## config.mk

```make
export PLATFORM = sky130hd
export DESIGN_NAME = motion_status_detector
export DESIGN_NICKNAME = d
export VERILOG_FILES = /design/src/motion_status_pkg.sv /design/src/hysteresis_detector.sv /design/src/settle_delay_timer.sv /design/src/motion_status_detector.sv
export VERILOG_INCLUDE_DIRS = /design/src
export SDC_FILE = /design/constraint.sdc
export NUM_CORES = 1
export LEC_CHECK = 0
export BUFFER_PORTS_ARGS = -buffer_cell sky130_fd_sc_hd__buf_2
export CAP_MARGIN = 30
export CORE_UTILIZATION = 50
export CTS_CLUSTER_SIZE = 24
export DETAILED_ROUTE_END_ITERATION = 12
export PLACE_DENSITY = 0.71
export RECOVER_POWER = 100
export SLEW_MARGIN = 10
export SYNTH_ARGS = -nofsm -noshare
export SYNTH_HDL_FRONTEND = slang
export SYNTH_SLANG_ARGS = --single-unit
```

## constraint.sdc

```tcl
create_clock -name aclk -period 6.25 [get_ports aclk]
set_input_delay 0.9375 -clock aclk [delete_from_list [all_inputs] [get_ports aclk]]
set_output_delay 0.9375 -clock aclk [all_outputs]
set_load 0.02 [all_outputs]
```

## src/motion_status_consts.svh

```systemverilog
// Constants for the motion status detector: register map, resets, ranges and timing.
`ifndef MOTION_STATUS_CONSTS_SVH
`define MOTION_STATUS_CONSTS_SVH

// Register indices; the byte address is four times the index.
`define MSD_IDX_SETTLE_WINDOW 16'h2431
`define MSD_IDX_SETTLE_SEL 16'h2432
`define MSD_IDX_SETTLE_DELAY 16'h2433
`define MSD_IDX_STANDSTILL_THR 16'h2434
`define MSD_IDX_SPEED_MATCH 16'h2435
`define MSD_IDX_FLAGS 16'h2440
`define MSD_IDX_IRQ_STATUS 16'h2441
`define MSD_IDX_IRQ_MASK 16'h2442
`define MSD_IDX_PIN_POLARITY 16'h2443

// Reset values.
`define MSD_RST_WINDOW 16'h0014
`define MSD_RST_SEL 16'h0001
`define MSD_RST_DELAY 16'h0000
`define MSD_RST_STANDSTILL 16'h0032
`define MSD_RST_MATCH 16'h0032

// Legal ranges of the settings.
`define MSD_WINDOW_MAX 16'h2710
`define MSD_SEL_MAX 16'h0004
`define MSD_DELAY_MAX 16'h3a98
`define MSD_STANDSTILL_MIN 16'h0001
`define MSD_STANDSTILL_MAX 16'h07d0
`define MSD_MATCH_MIN 16'h000a
`define MSD_MATCH_MAX 16'h07d0

// Settle selector codes.
`define MSD_SEL_ANY 3'h0
`define MSD_SEL_NO_CMD 3'h1
`define MSD_SEL_STANDSTILL 3'h2
`define MSD_SEL_LATCHED 3'h3
`define MSD_SEL_DELAYED 3'h4

// Flag bit positions in flags, status, mask and polarity registers.
`define MSD_BIT_SETTLED 0
`define MSD_BIT_STANDSTILL 1
`define MSD_BIT_MATCH 2
`define MSD_BIT_CMD 3

// Hysteresis band and timing.
`define MSD_HYST_RPM 18'h0000a
`define MSD_MS_TIME_MS 32'h00000001
`define MSD_CLK_PERIOD_NS 32'h0000000a
`define MSD_NS_PER_MS 32'h000f4240
`define MSD_MS_CYCLES ((`MSD_MS_TIME_MS * `MSD_NS_PER_MS) / `MSD_CLK_PERIOD_NS)

// AXI responses.
`define MSD_RESP_OKAY 2'h0
`define MSD_RESP_SLVERR 2'h2

`endif

```

## src/motion_status_pkg.sv

```systemverilog
// Types shared by the motion status detector modules.
package motion_status_pkg;
  typedef logic [15:0] param_word_type;
  typedef logic [16:0] magnitude_type;
  typedef logic [2:0] flag_vec_type;
endpackage : motion_status_pkg

```

## src/hysteresis_detector.sv

```systemverilog
// Below-threshold detector with a symmetric hysteresis band.
`timescale 1ns/10ps
`include "motion_status_consts.svh"

module hysteresis_detector (
  // Clock and reset.
  input wire logic aclk,
  input wire logic aresetn,
  // Measurement and threshold.
  input wire motion_status_pkg::magnitude_type magnitude,
  input wire motion_status_pkg::param_word_type threshold,
  // Result.
  output logic below_r
);
  logic [17:0] mag_ext;
  logic [17:0] thr_ext;

  assign mag_ext = {1'b0, magnitude};
  assign thr_ext = {2'b00, threshold};

  // Turns on below threshold minus the band, off above threshold plus the band.
  always_ff @(posedge aclk) begin
    if (!aresetn) begin
      below_r <= 1'b0;
    end else if (!below_r && (mag_ext + `MSD_HYST_RPM < thr_ext)) begin
      below_r <= 1'b1;
    end else if (below_r && (mag_ext > thr_ext + `MSD_HYST_RPM)) begin
      below_r <= 1'b0;
    end
  end
endmodule : hysteresis_detector

```

## src/settle_delay_timer.sv

```systemverilog
// Millisecond delay timer restarted while a position command is present.
`timescale 1ns/10ps
`include "motion_status_consts.svh"

module settle_delay_timer #(
  parameter int unsigned TICK_CYCLES = `MSD_MS_CYCLES
) (
  // Clock and reset.
  input wire logic aclk,
  input wire logic aresetn,
  // Control.
  input wire logic restart,
  input wire motion_status_pkg::param_word_type delay_ms,
  // Result.
  output logic expired
);
  localparam int unsigned PW = $clog2(TICK_CYCLES + 1);
  logic [PW-1:0] pre_r;
  logic [15:0] ms_r;

  // Prescaler restarts with the count so the delay is exact in cycles.
  always_ff @(posedge aclk) begin
    if (!aresetn || restart) begin
      pre_r <= '0;
    end else if (pre_r == PW'(TICK_CYCLES - 1)) begin
      pre_r <= '0;
    end else begin
      pre_r <= pre_r + PW'(1);
    end
  end

  // Whole milliseconds since the command ceased, saturating.
  always_ff @(posedge aclk) begin
    if (!aresetn || restart) begin
      ms_r <= 16'h0000;
    end else if (pre_r == PW'(TICK_CYCLES - 1) && ms_r != 16'hffff) begin
      ms_r <= ms_r + 16'h0001;
    end
  end

  assign expired = (ms_r >= delay_ms);
endmodule : settle_delay_timer

```

## src/motion_status_detector.sv

```systemverilog
// Position-settled, standstill and speed-match detection with AXI4-Lite registers.
//
// Functional notes
// - Settle selector 0..4, default 1.
// - Selector 0: settled when deviation inside window.
// - Selector 1: also requires no position command.
// - Selector 2: also requires standstill flag.
// - Selector 3: no command, inside window, delay-gated.
// - Selector 4: check only after delay past command.
// - Settle delay 0..15000 ms, default 0.
// - Delay 0: flag held until next command.
// - Delay >0: off during delay, on, off at command.
// - Standstill threshold 1..2000 rpm, default 50.
// - Standstill uses speed magnitude, both directions.
// - Standstill has 10 rpm hysteresis.
// - Speed match range 10..2000, flag below range.
// - Settle window 0..10000, default 20.
// - Normally-open pin is low while flag active.
//
// The AXI4-Lite register port was left to the implementer.
`timescale 1ns/10ps
`include "motion_status_consts.svh"

module motion_status_detector #(
  parameter int unsigned MS_TICK_CYCLES = `MSD_MS_CYCLES
) (
  // Clock and reset.
  input wire logic aclk,
  input wire logic aresetn,
  // AXI4-Lite write address and data.
  input wire logic [15:0] awaddr,
  input wire logic [2:0] awprot,
  input wire logic awvalid,
  output logic awready,
  input wire logic [31:0] wdata,
  input wire logic [3:0] wstrb,
  input wire logic wvalid,
  output logic wready,
  // AXI4-Lite write response.
  output logic [1:0] bresp,
  output logic bvalid,
  input wire logic bready,
  // AXI4-Lite read.
  input wire logic [15:0] araddr,
  input wire logic [2:0] arprot,
  input wire logic arvalid,
  output logic arready,
  output logic [31:0] rdata,
  output logic [1:0] rresp,
  output logic rvalid,
  input wire logic rready,
  // Control loop inputs.
  input wire logic [31:0] position_deviation,
  input wire logic position_command_active,
  input wire logic [15:0] motor_speed,
  input wire logic [15:0] velocity_command,
  // Flags and output pins.
  output logic position_settled_flag,
  output logic standstill_flag,
  output logic speed_match_flag,
  output logic settle_output,
  output logic standstill_output,
  output logic speed_match_output,
  // Interrupt.
  output logic irq
);
  // ----------------------------------------------------------------
  // Register storage
  // ----------------------------------------------------------------
  motion_status_pkg::param_word_type settle_window_r;
  motion_status_pkg::param_word_type settle_condition_select_r;
  motion_status_pkg::param_word_type settle_delay_time_r;
  motion_status_pkg::param_word_type standstill_threshold_r;
  motion_status_pkg::param_word_type speed_match_range_r;
  motion_status_pkg::flag_vec_type irq_status_r;
  motion_status_pkg::flag_vec_type irq_mask_r;
  motion_status_pkg::flag_vec_type pin_polarity_r;
  motion_status_pkg::flag_vec_type flags_d_r;

  logic aw_held_r;
  logic w_held_r;
  logic [15:0] awaddr_r;
  logic [31:0] wdata_r;
  logic [3:0] wstrb_r;
  logic bvalid_r;
  logic [1:0] bresp_r;
  logic rvalid_r;
  logic [31:0] rdata_r;
  logic [1:0] rresp_r;

  logic wr_do;
  logic ar_take;
  logic rd_clear;
  logic [15:0] wr_old;
  logic wr_hit;
  logic wr_ro;
  logic [15:0] wr_val;
  logic wr_ok;
  logic [15:0] rd_val;
  logic rd_hit;

  function automatic logic [15:0] addr_of(input logic [15:0] idx);
    return {idx[13:0], 2'b00};
  endfunction : addr_of

  // Current value of a register and whether the address is mapped.
  function automatic logic [16:0] lookup(input logic [15:0] addr);
    logic [16:0] res;
    res = 17'h00000;
    if (addr == addr_of(`MSD_IDX_SETTLE_WINDOW)) res = {1'b1, settle_window_r};
    if (addr == addr_of(`MSD_IDX_SETTLE_SEL)) res = {1'b1, settle_condition_select_r};
    if (addr == addr_of(`MSD_IDX_SETTLE_DELAY)) res = {1'b1, settle_delay_time_r};
    if (addr == addr_of(`MSD_IDX_STANDSTILL_THR)) res = {1'b1, standstill_threshold_r};
    if (addr == addr_of(`MSD_IDX_SPEED_MATCH)) res = {1'b1, speed_match_range_r};
    if (addr == addr_of(`MSD_IDX_FLAGS)) begin
      res = {13'h1000, position_command_active, speed_match_flag, standstill_flag,
             position_settled_flag};
    end
    if (addr == addr_of(`MSD_IDX_IRQ_STATUS)) res = {14'h2000, irq_status_r};
    if (addr == addr_of(`MSD_IDX_IRQ_MASK)) res = {14'h2000, irq_mask_r};
    if (addr == addr_of(`MSD_IDX_PIN_POLARITY)) res = {14'h2000, pin_polarity_r};
    return res;
  endfunction : lookup

  // ----------------------------------------------------------------
  // AXI4-Lite write channel
  // ----------------------------------------------------------------
  assign awready = !aw_held_r && !bvalid_r;
  assign wready = !w_held_r && !bvalid_r;
  assign wr_do = aw_held_r && w_held_r;
  assign bvalid = bvalid_r;
  assign bresp = bresp_r;

  always_ff @(posedge aclk) begin
    if (!aresetn) begin
      aw_held_r <= 1'b0;
      awaddr_r <= 16'h0000;
    end else if (awvalid && awready) begin
      aw_held_r <= 1'b1;
      awaddr_r <= awaddr;
    end else if (wr_do) begin
      aw_held_r <= 1'b0;
    end
  end

  always_ff @(posedge aclk) begin
    if (!aresetn) begin
      w_held_r <= 1'b0;
      wdata_r <= 32'h00000000;
      wstrb_r <= 4'h0;
    end else if (wvalid && wready) begin
      w_held_r <= 1'b1;
      wdata_r <= wdata;
      wstrb_r <= wstrb;
    end else if (wr_do) begin
      w_held_r <= 1'b0;
    end
  end

  // Byte lanes 0 and 1 carry the 16-bit registers.
  always_comb begin
    {wr_hit, wr_old} = lookup(awaddr_r);
    wr_val[7:0] = wstrb_r[0] ? wdata_r[7:0] : wr_old[7:0];
    wr_val[15:8] = wstrb_r[1] ? wdata_r[15:8] : wr_old[15:8];
    wr_ro = (awaddr_r == addr_of(`MSD_IDX_FLAGS)) ||
            (awaddr_r == addr_of(`MSD_IDX_IRQ_STATUS));
  end

  // Out-of-range settings are refused and keep their value.
  always_comb begin
    wr_ok = wr_hit;
    if (awaddr_r == addr_of(`MSD_IDX_SETTLE_WINDOW)) begin
      wr_ok = (wr_val <= `MSD_WINDOW_MAX);
    end
    if (awaddr_r == addr_of(`MSD_IDX_SETTLE_SEL)) begin
      wr_ok = (wr_val <= `MSD_SEL_MAX);
    end
    if (awaddr_r == addr_of(`MSD_IDX_SETTLE_DELAY)) begin
      wr_ok = (wr_val <= `MSD_DELAY_MAX);
    end
    if (awaddr_r == addr_of(`MSD_IDX_STANDSTILL_THR)) begin
      wr_ok = (wr_val >= `MSD_STANDSTILL_MIN) && (wr_val <= `MSD_STANDSTILL_MAX);
    end
    if (awaddr_r == addr_of(`MSD_IDX_SPEED_MATCH)) begin
      wr_ok = (wr_val >= `MSD_MATCH_MIN) && (wr_val <= `MSD_MATCH_MAX);
    end
  end

  always_ff @(posedge aclk) begin
    if (!aresetn) begin
      bvalid_r <= 1'b0;
      bresp_r <= `MSD_RESP_OKAY;
    end else if (wr_do) begin
      bvalid_r <= 1'b1;
      bresp_r <= wr_ok ? `MSD_RESP_OKAY : `MSD_RESP_SLVERR;
    end else if (bready) begin
      bvalid_r <= 1'b0;
    end
  end

  // Settings take effect on the same edge that raises the write response, before bready completes the write.
  always_ff @(posedge aclk) begin
    if (!aresetn) begin
      settle_window_r <= `MSD_RST_WINDOW;
      settle_condition_select_r <= `MSD_RST_SEL;
      settle_delay_time_r <= `MSD_RST_DELAY;
      standstill_threshold_r <= `MSD_RST_STANDSTILL;
      speed_match_range_r <= `MSD_RST_MATCH;
      irq_mask_r <= 3'h0;
      pin_polarity_r <= 3'h0;
    end else if (wr_do && wr_ok && !wr_ro) begin
      if (awaddr_r == addr_of(`MSD_IDX_SETTLE_WINDOW)) settle_window_r <= wr_val;
      if (awaddr_r == addr_of(`MSD_IDX_SETTLE_SEL)) settle_condition_select_r <= wr_val;
      if (awaddr_r == addr_of(`MSD_IDX_SETTLE_DELAY)) settle_delay_time_r <= wr_val;
      if (awaddr_r == addr_of(`MSD_IDX_STANDSTILL_THR)) standstill_threshold_r <= wr_val;
      if (awaddr_r == addr_of(`MSD_IDX_SPEED_MATCH)) speed_match_range_r <= wr_val;
      if (awaddr_r == addr_of(`MSD_IDX_IRQ_MASK)) irq_mask_r <= wr_val[2:0];
      if (awaddr_r == addr_of(`MSD_IDX_PIN_POLARITY)) pin_polarity_r <= wr_val[2:0];
    end
  end

  // ----------------------------------------------------------------
  // AXI4-Lite read channel
  // ----------------------------------------------------------------
  assign arready = !rvalid_r;
  assign ar_take = arvalid && arready;
  assign rvalid = rvalid_r;
  assign rdata = rdata_r;
  assign rresp = rresp_r;
  // A process, not a continuous assignment, so that a register change re-evaluates the lookup.
  always_comb begin
    {rd_hit, rd_val} = lookup(araddr);
  end
  assign rd_clear = ar_take && (araddr == addr_of(`MSD_IDX_IRQ_STATUS));

  always_ff @(posedge aclk) begin
    if (!aresetn) begin
      rvalid_r <= 1'b0;
      rdata_r <= 32'h00000000;
      rresp_r <= `MSD_RESP_OKAY;
    end else if (ar_take) begin
      rvalid_r <= 1'b1;
      rdata_r <= {16'h0000, rd_val};
      rresp_r <= rd_hit ? `MSD_RESP_OKAY : `MSD_RESP_SLVERR;
    end else if (rready) begin
      rvalid_r <= 1'b0;
    end
  end

  // ----------------------------------------------------------------
  // Magnitudes
  // ----------------------------------------------------------------
  logic [31:0] dev_abs;
  logic dev_ok;
  logic [16:0] speed_ext;
  logic [16:0] speed_diff;
  motion_status_pkg::magnitude_type speed_abs;
  motion_status_pkg::magnitude_type diff_abs;

  assign dev_abs = position_deviation[31] ? -position_deviation : position_deviation;
  assign dev_ok = dev_abs < {16'h0000, settle_window_r};
  assign speed_ext = {motor_speed[15], motor_speed};
  assign speed_abs = speed_ext[16] ? -speed_ext : speed_ext;
  assign speed_diff = {velocity_command[15], velocity_command} - speed_ext;
  assign diff_abs = speed_diff[16] ? -speed_diff : speed_diff;

  // ----------------------------------------------------------------
  // Standstill and speed match
  // ----------------------------------------------------------------
  hysteresis_detector u_standstill (
    .aclk(aclk),
    .aresetn(aresetn),
    .magnitude(speed_abs),
    .threshold(standstill_threshold_r),
    .below_r(standstill_flag)
  );

  hysteresis_detector u_speed_match (
    .aclk(aclk),
    .aresetn(aresetn),
    .magnitude(diff_abs),
    .threshold(speed_match_range_r),
    .below_r(speed_match_flag)
  );

  // ----------------------------------------------------------------
  // Position settled
  // ----------------------------------------------------------------
  logic delay_done;
  logic latch_r;
  logic settled_r;
  logic settled_nxt;
  logic no_cmd_ok;

  settle_delay_timer #(
    .TICK_CYCLES(MS_TICK_CYCLES)
  ) u_settle_timer (
    .aclk(aclk),
    .aresetn(aresetn),
    .restart(position_command_active),
    .delay_ms(settle_delay_time_r),
    .expired(delay_done)
  );

  assign no_cmd_ok = !position_command_active && dev_ok;

  // Latched variant: set once settled after the delay, cleared by a command.
  always_ff @(posedge aclk) begin
    if (!aresetn || position_command_active) begin
      latch_r <= 1'b0;
    end else if (settle_condition_select_r[2:0] == `MSD_SEL_LATCHED && no_cmd_ok
                 && delay_done) begin
      latch_r <= 1'b1;
    end
  end

  always_comb begin
    case (settle_condition_select_r[2:0])
      `MSD_SEL_ANY: settled_nxt = dev_ok;
      `MSD_SEL_NO_CMD: settled_nxt = no_cmd_ok;
      `MSD_SEL_STANDSTILL: settled_nxt = no_cmd_ok && standstill_flag;
      `MSD_SEL_LATCHED: settled_nxt = latch_r && !position_command_active;
      `MSD_SEL_DELAYED: settled_nxt = no_cmd_ok && delay_done;
      default: settled_nxt = 1'b0;
    endcase
  end

  always_ff @(posedge aclk) begin
    if (!aresetn) begin
      settled_r <= 1'b0;
    end else begin
      settled_r <= settled_nxt;
    end
  end

  assign position_settled_flag = settled_r;

  // ----------------------------------------------------------------
  // Output pins: polarity bit 0 is normally open, driven low when active
  // ----------------------------------------------------------------
  logic [2:0] flags;
  logic [2:0] pins_r;

  assign flags = {speed_match_flag, standstill_flag, settled_r};

  always_ff @(posedge aclk) begin
    if (!aresetn) begin
      pins_r <= 3'h7;
    end else begin
      pins_r <= ~(flags ^ pin_polarity_r);
    end
  end

  assign settle_output = pins_r[`MSD_BIT_SETTLED];
  assign standstill_output = pins_r[`MSD_BIT_STANDSTILL];
  assign speed_match_output = pins_r[`MSD_BIT_MATCH];

  // ----------------------------------------------------------------
  // Interrupts: rising flag edges, cleared by reading the status
  // ----------------------------------------------------------------
  always_ff @(posedge aclk) begin
    if (!aresetn) begin
      flags_d_r <= 3'h0;
      irq_status_r <= 3'h0;
    end else begin
      flags_d_r <= flags;
      irq_status_r <= (irq_status_r & ~{3{rd_clear}}) | (flags & ~flags_d_r);
    end
  end

  assign irq = |(irq_status_r & irq_mask_r);
endmodule : motion_status_detector

```

* Word-level counts from Yosys, hierarchy flattened
Cells that the tools add are included.
** Word-level totals
- Input port bits :: 146
- Register bits after elaboration :: 190
- Logic and storage cells :: 171
** Operators by class
- Order comparisons :: 12
- Add/sub/neg operators :: 10
- Reductions and logical operators :: 49
- Bitwise logic cells :: 8
- Mux-type cells :: 42
- Equality and inequality tests :: 24
** Operators with widths (count)
- 17-bit two-way mux :: 20
- 16-bit == test (second input constant) :: 18
- 17-bit by 4-bit adder with 18-bit output (second input constant) :: 2
- 17-bit by 18-bit > comparator with 1-bit output :: 2
- 18-bit by 16-bit less-than comparator with 1-bit output :: 2
- 16-bit by 4-bit adder with 17-bit output (second input constant) :: 2
- 17-bit negator :: 2
- 16-bit by 14-bit less-or-equal comparator with 1-bit output (second input constant) :: 2
- 32-bit by 16-bit less-than comparator with 1-bit output :: 1
- 32-bit two-way mux :: 1
- 32-bit negator :: 1
- 1-bit logical AND :: 22
- 17-bit by 1-bit adder with 17-bit output (second input constant) :: 1
- 17-bit == test (second input constant) :: 1
- 16-bit by 16-bit subtractor with 17-bit output :: 1
- 16-bit by 1-bit adder with 16-bit output (second input constant) :: 1
- 16-bit by 1-bit greater-or-equal comparator with 1-bit output (second input constant) :: 1
- 16-bit greater-or-equal comparator :: 1
- 16-bit by 4-bit greater-or-equal comparator with 1-bit output (second input constant) :: 1
- 16-bit by 11-bit less-or-equal comparator with 1-bit output (second input constant) :: 1
- 16-bit by 3-bit less-or-equal comparator with 1-bit output (second input constant) :: 1
- 1-bit two-way mux :: 16
- 8-bit two-way mux :: 2
- 16-bit inequality test (second input constant) :: 1
- 16 further kinds :: 42

* Logic depth before layout (Yosys ltp)
- Word-level depth :: 20
- Mapped depth :: 25
- Depth with buffers taken out :: 23

* Modules after synthesis
A second synthesis with hierarchy kept.
** Unflattened totals
- Cells, all modules :: 1915
- Area, all modules :: 14859.3 um^2
** Modules (own cells, without submodules)
- motion_status_detector :: area an instance 10301.1 um^2, times used 1, cells each 1329, seq. area each 3062.9 um^2
- hysteresis_detector :: area an instance 1282.5 um^2, times used 2, cells each 175, seq. area each 20.0 um^2
- settle_delay_timer :: area an instance 1993.2 um^2, times used 1, cells each 236, seq. area each 660.6 um^2

* Least setup slack after synthesis
No wires, ideal clock.
- Path type :: input -> register
- From :: input velocity_command[0]
- To :: register u_speed_match.below_r
- Path buffers :: 2
- Arrival time :: 5531 ps
- Stages on the path :: 25
- Required time :: 6181 ps
- Path slack :: 651 ps
- Cell sequence :: inv_1 -> ha_1 -> fa_1 -> nand2b_1 -> a21oi_2 -> o211ai_1 -> a21oi_1 -> clkbuf_1 -> buf_1 -> nor2_1 -> xnor2_1 -> ha_1 -> o21ai_0 -> nor3_1 -> o21ai_0 -> xnor2_1 -> ha_1 -> a21o_1 -> a21o_1 -> a21oi_1 -> nor2b_1 -> o21ai_0 -> nand4_1 -> or3_1 -> o21ai_1
** Between the ends
- Cells in the longest elaborated chain, start to end :: 7
** RTL lines
- start, declared :: line motion_status_detector.sv:56 : input wire logic [15:0] velocity_command,
- 16-bit by 16-bit subtractor with 17-bit output (*) :: line motion_status_detector.sv:264 : assign speed_diff = {velocity_command[15], velocity_command} - speed_ext;
- 17-bit negator :: line motion_status_detector.sv:265 : assign diff_abs = speed_diff[16] ? -speed_diff : speed_diff;
- 17-bit two-way mux (*) :: line motion_status_detector.sv:265
- 17-bit by 4-bit adder with 18-bit output (no line)
- 18-bit by 16-bit less-than comparator with 1-bit output :: line hysteresis_detector.sv:25 : end else if (!below_r && (mag_ext + `MSD_HYST_RPM < thr_ext)) begin
- 1-bit logical AND :: line hysteresis_detector.sv:25
- 1-bit two-way mux / 2-bit nonzero test (equally long branches)
- end signal, assigned :: line hysteresis_detector.sv:24 : below_r <= 1'b0;
- end signal, assigned :: line hysteresis_detector.sv:26 : below_r <= 1'b1;
- end signal, assigned :: line hysteresis_detector.sv:28 : below_r <= 1'b0;
- end, declared :: line hysteresis_detector.sv:13 : output logic below_r
Mark *: on every way between the ends. The rest lies on a longest branch, timed or not.
A chain may end at the register's enable or synchronous reset.

* Final worst setup path
- From :: register awaddr_r[3]
- To :: register speed_match_range_r[3]
** Between the ends
- Cells in the longest elaborated chain, start to end :: 20
** RTL lines
- start, declared :: line motion_status_detector.sv:82 : logic [15:0] awaddr_r;
- start signal, assigned :: line motion_status_detector.sv:140 : awaddr_r <= awaddr;
- 16-bit == test :: line motion_status_detector.sv:110, motion_status_detector.sv:172
- 17-bit two-way mux :: line motion_status_detector.sv:110 : if (addr == addr_of(`MSD_IDX_SETTLE_WINDOW)) res = {1'b1, settle_window_r};
- 17-bit two-way mux :: line motion_status_detector.sv:111 : if (addr == addr_of(`MSD_IDX_SETTLE_SEL)) res = {1'b1, settle_condition_select_r};
- 17-bit two-way mux :: line motion_status_detector.sv:112 : if (addr == addr_of(`MSD_IDX_SETTLE_DELAY)) res = {1'b1, settle_delay_time_r};
- 17-bit two-way mux :: line motion_status_detector.sv:113 : if (addr == addr_of(`MSD_IDX_STANDSTILL_THR)) res = {1'b1, standstill_threshold_r};
- 17-bit two-way mux :: line motion_status_detector.sv:114 : if (addr == addr_of(`MSD_IDX_SPEED_MATCH)) res = {1'b1, speed_match_range_r};
- 17-bit two-way mux :: line motion_status_detector.sv:115 : if (addr == addr_of(`MSD_IDX_FLAGS)) begin
- 17-bit two-way mux :: line motion_status_detector.sv:119 : if (addr == addr_of(`MSD_IDX_IRQ_STATUS)) res = {14'h2000, irq_status_r};
- (+3 left out)
- 16-bit by 14-bit less-or-equal comparator with 1-bit output (no line)
- 1-bit two-way mux :: line motion_status_detector.sv:172 : if (awaddr_r == addr_of(`MSD_IDX_SETTLE_WINDOW)) begin
- 1-bit two-way mux :: line motion_status_detector.sv:175 : if (awaddr_r == addr_of(`MSD_IDX_SETTLE_SEL)) begin
- 1-bit two-way mux :: line motion_status_detector.sv:178 : if (awaddr_r == addr_of(`MSD_IDX_SETTLE_DELAY)) begin
- 1-bit two-way mux :: line motion_status_detector.sv:181 : if (awaddr_r == addr_of(`MSD_IDX_STANDSTILL_THR)) begin
- 1-bit two-way mux :: line motion_status_detector.sv:184 : if (awaddr_r == addr_of(`MSD_IDX_SPEED_MATCH)) begin
- 1-bit logical AND (2 in a row) :: line motion_status_detector.sv:211 : end else if (wr_do && wr_ok && !wr_ro) begin
- 2-bit AND reduction (no line)
- end signal, assigned :: line motion_status_detector.sv:208 : speed_match_range_r <= `MSD_RST_MATCH;
- end signal, assigned :: line motion_status_detector.sv:216 : if (awaddr_r == addr_of(`MSD_IDX_SPEED_MATCH)) speed_match_range_r <= wr_val;
- end, declared :: line motion_status_detector.sv:74 : motion_status_pkg::param_word_type speed_match_range_r;
Parallel ways exist; a longest one is shown, timed or not.

==> results.md <==
- Post-CTS sizing: 0
- Buffers on Ports: 151
- GRT Util Overall: 0.289
- Placeable core area: 28800 um^2
- Distinct cell type count after synthesis: 94
- Critical hold path startpoint: u_settle_timer.pre_r[0]$_SDFF_PP0_
- Synth cell count leaders: 221 x nand2_1, 188 x dfxtp_1, 168 x nor2_1
- Average size of a mapped cell: 7.84 um^2
- Routability congestion estimate: 0.925
- Ranking of synthesized cells by area: dfxtp_1 26%, ha_1 10%, nand2_1 5.7%
- Via/cell ratio: 6.01
- Num rows: 62
- TritonRoute pass-1 iters: 6
- Hold Crit Depth: 1
- Status: finished with violations
- Sequential-to-total area share from yosys stat: 0.257
- Clk sink count: 188
- Asr flop ratio synth: 0
- Vias in the first global route: 13587
- FMAX: 178 MHz
- Slew headroom: -0.822
- CTS tree: built
- GR Overflow Total: 0
- Max-Cap Viols: 2
- Static Leak: 6.37 nW
- Layout cells sized above 1: 0.111
- Final Setup Violations: 0
- Fin nets: 2249
- Dpl cells: 2347
- Count leader, synth: nand2_1
- Share of the synthesized area in the top cell type: 0.257
- Final worst-path cycle share: 0.899
- Syn. warnings: 0
- Total CTS buffers: 17
- Synth Cell Area: 14600 um^2
- #FFs+latches synth: 188
- Unrepaired setup endpoints after global routing: no
- Starting Density: 0.509
- Biggest area consumer among synthesized cells: dfxtp_1
- Clk pin slew, worst setup/hold paths: 90 ps
- Failing checks: max-capacitance violations, max-slew violations
- Routed len/inst: 18.4 um
- Required @ worst endpoint: 6480 ps
- EDFF count, synth: 0
- DRC: 0
- Setup Crit Path Kind: reg -> reg
- Setup tns final: 0 ps
- Slew at the pin closest to its max-slew limit: 2730 ps
- FF-to-FF path depth: 12
- Initial antenna violation count: 0
- Post-Route WL: 43.7 mm
- Maximum vdd drop: 0.000184 V
- Final slew viol count: 101
- FF/Latch Area: 3760 um^2
- Antenna Violating Nets Remaining: 0
- Fill cells: 2745
- P per Cell Area: 207 nW/um^2
- Area of the multi-input gates: 9980 um^2
- Post-CTS Hold Fix Bufs: 0
- DR vias: 14291
- I/O pin count: 194
- Type of origin of the critical path: flip-flop
- CTS max path bufs: 2
- Buffer count from post-CTS setup fixing: 0
- Critical path fanouts, max: 22
- Final Util: 0.562
- Final Hold Viols: 0
- Predominant post-synthesis flop cell: dfxtp_1
- WHS Endpoint: u_settle_timer.pre_r[0]$_SDFF_PP0_
- FF-to-FF Start: awaddr_r[3]$_SDFFE_PN0P_
- First-pass GRT wire length: 70.5 mm
- Worst R2R End: speed_match_range_r[3]$_SDFFE_PN0P_
- 1st-iter DRT viols: 1249
- Latest clock arrival within the worst-skew pair: 450 ps
- Fin crit period: 5620 ps
- # H-tree levels: 4
- CP Capture Type: flip-flop
- CP arrival: 5850 ps
- Cell count after synthesis: 1868
- P&R area growth vs syn: 10.4%
- Largest net degree at the start of global routing: 63
- DIE AREA: 30000 um^2
- Die width: 173 um
- Hold Path Class: reg -> reg
- R2R Setup Slk: 630 ps
- Worst Skew: 13.2 ps
- Inserted Diodes: 0
- Layout Cells excl Fill: 2379
- Post-DP HPWL: 33.5 mm
- Die H: 173 um
- Clock root buffer: clkbuf_16
==> where the power goes <==
| group | switching, W | internal, W | leakage (nW) |
|---|---|---|---|
| logic | 0.000547 | 0.000375 | 4.54 |
| clock network | 0.000587 | 0.000558 | 0.303 |
| registers | 0.0000417 | 0.00123 | 1.53 |
| total | 0.00118 | 0.00216 | 6.37 |
==> routing by layer <==
| metal | up-vias | global-route usage | routed length [um] |
|---|---|---|---|
| met1 | 6769 | 0.381 | 19200 |
| met3 | 89 | 0.0466 | 2890 |
| met4 | 0 | 0.102 | 1270 |
| met2 | 531 | 0.477 | 20400 |
| li1 | 6902 | - | - |
| met5 | - | 0 | 0 |
==> area by class of cell <==
cell class / instances / share of cell area
Clock buffer: 17 / 0.0263
Tap cell: 384 / 0.0297
Inverter: 111 / 0.0258
Clock inverter: 15 / 0.0120
Sequential cell: 188 / 0.233
Timing Repair Buffer: 179 / 0.0555
Multi-Input combinational cell: 1485 / 0.618
==> registers in the layout (all words and copies together), names as in the netlist, 2 cells and up <==
| register | flops |
|---|---|
| awaddr_r | 16 |
| flags_d_r | 3 |
| irq_mask_r | 3 |
| irq_status_r | 3 |
| pin_polarity_r | 3 |
| pins_r | 3 |
| rdata | 16 |
| settle_condition_select_r | 16 |
| settle_delay_time_r | 16 |
| settle_window_r | 16 |
| speed_match_range_r | 16 |
| standstill_threshold_r | 16 |
| u_settle_timer.ms_r | 16 |
| u_settle_timer.pre_r | 17 |
| wdata_r | 16 |
| wstrb_r | 2 |
==> kinds of logic after synthesis <==
| logic type | after synthesis | synth area share |
|---|---|---|
| other | 1 | 0.000256 |
| and+or+nand+nor | 685 | 0.231 |
| muxes | 88 | 0.0612 |
| buffers and inverters | 213 | 0.0638 |
| xor gates and xnor gates | 136 | 0.0814 |
| adders and majority gates | 121 | 0.104 |
| AOI/OAI and AO/OA | 436 | 0.201 |
| DFF | 188 | 0.257 |
==> cells in the final DEF, fill, tap and decap left out, types with 16 or more instances in the layout <==
cell / n
xnor2_1: 90
clkbuf_16: 17
xor2_1: 46
conb_1: 19
a211oi_1: 16
clkbuf_1: 37
buf_4: 19
mux2i_1: 76
inv_1: 111
buf_2: 121
o21ai_0: 86
nand3_1: 48
nor4_1: 18
ha_1: 120
a22oi_1: 22
nand2_1: 221
and3_1: 31
nor2_1: 168
a21o_1: 35
o31ai_1: 17
nand4_1: 40
o21a_1: 16
o211ai_1: 24
nand2b_1: 17
dfxtp_1: 187
a21oi_1: 110
nor3_1: 49
==> metrics by stage <==
step | hold WS (ps) | setup slack [ps] | total power, W | area [um^2]
finish | 456 | 629 | 0.00334 | 16200
detailed placement | 440 | 310 | 0.00221 | 15700
floorplan | 418 | 651 | 0.00197 | 14700
global route | 482 | 103 | 0.00352 | 16200
global placement | 428 | 394 | 0.00219 | 15700
CTS | 462 | 752 | 0.00335 | 16300
==> worst max-delay path, cell delays in order, from the launching register on <==
cell       delay, ps
dfxtp_1          990
inv_1             80
clkbuf_1         380
nand2_1          330
nor2_1           160
a221oi_1         310
o21ai_0          540
or4_1            710
a311o_1          330
a2111oi_0        350
clkbuf_1         850
mux2i_1          280
nor2_1            50
==> how the worst max path moves through the flow <==
stage                        startpoint                                   to  slack (ps)  depth (start not counted)
2_1_floorplan       velocity_command[0]   u_speed_match.below_r$_SDFFE_PN0P_         650                         25
3_3_place_gp             motor_speed[0]   u_speed_match.below_r$_SDFFE_PN0P_         390                         23
3_5_place_dp             motor_speed[0]   u_speed_match.below_r$_SDFFE_PN0P_         310                         23
4_1_cts                  motor_speed[0]   u_speed_match.below_r$_SDFFE_PN0P_         750                         23
5_1_grt                  motor_speed[0]   u_speed_match.below_r$_SDFFE_PN0P_         100                         23
6_report       awaddr_r[3]$_SDFFE_PN0P_  speed_match_range_r[3]$_SDFFE_PN0P_         630                         12
Note: power is estimated with default switching activity, not from simulation.
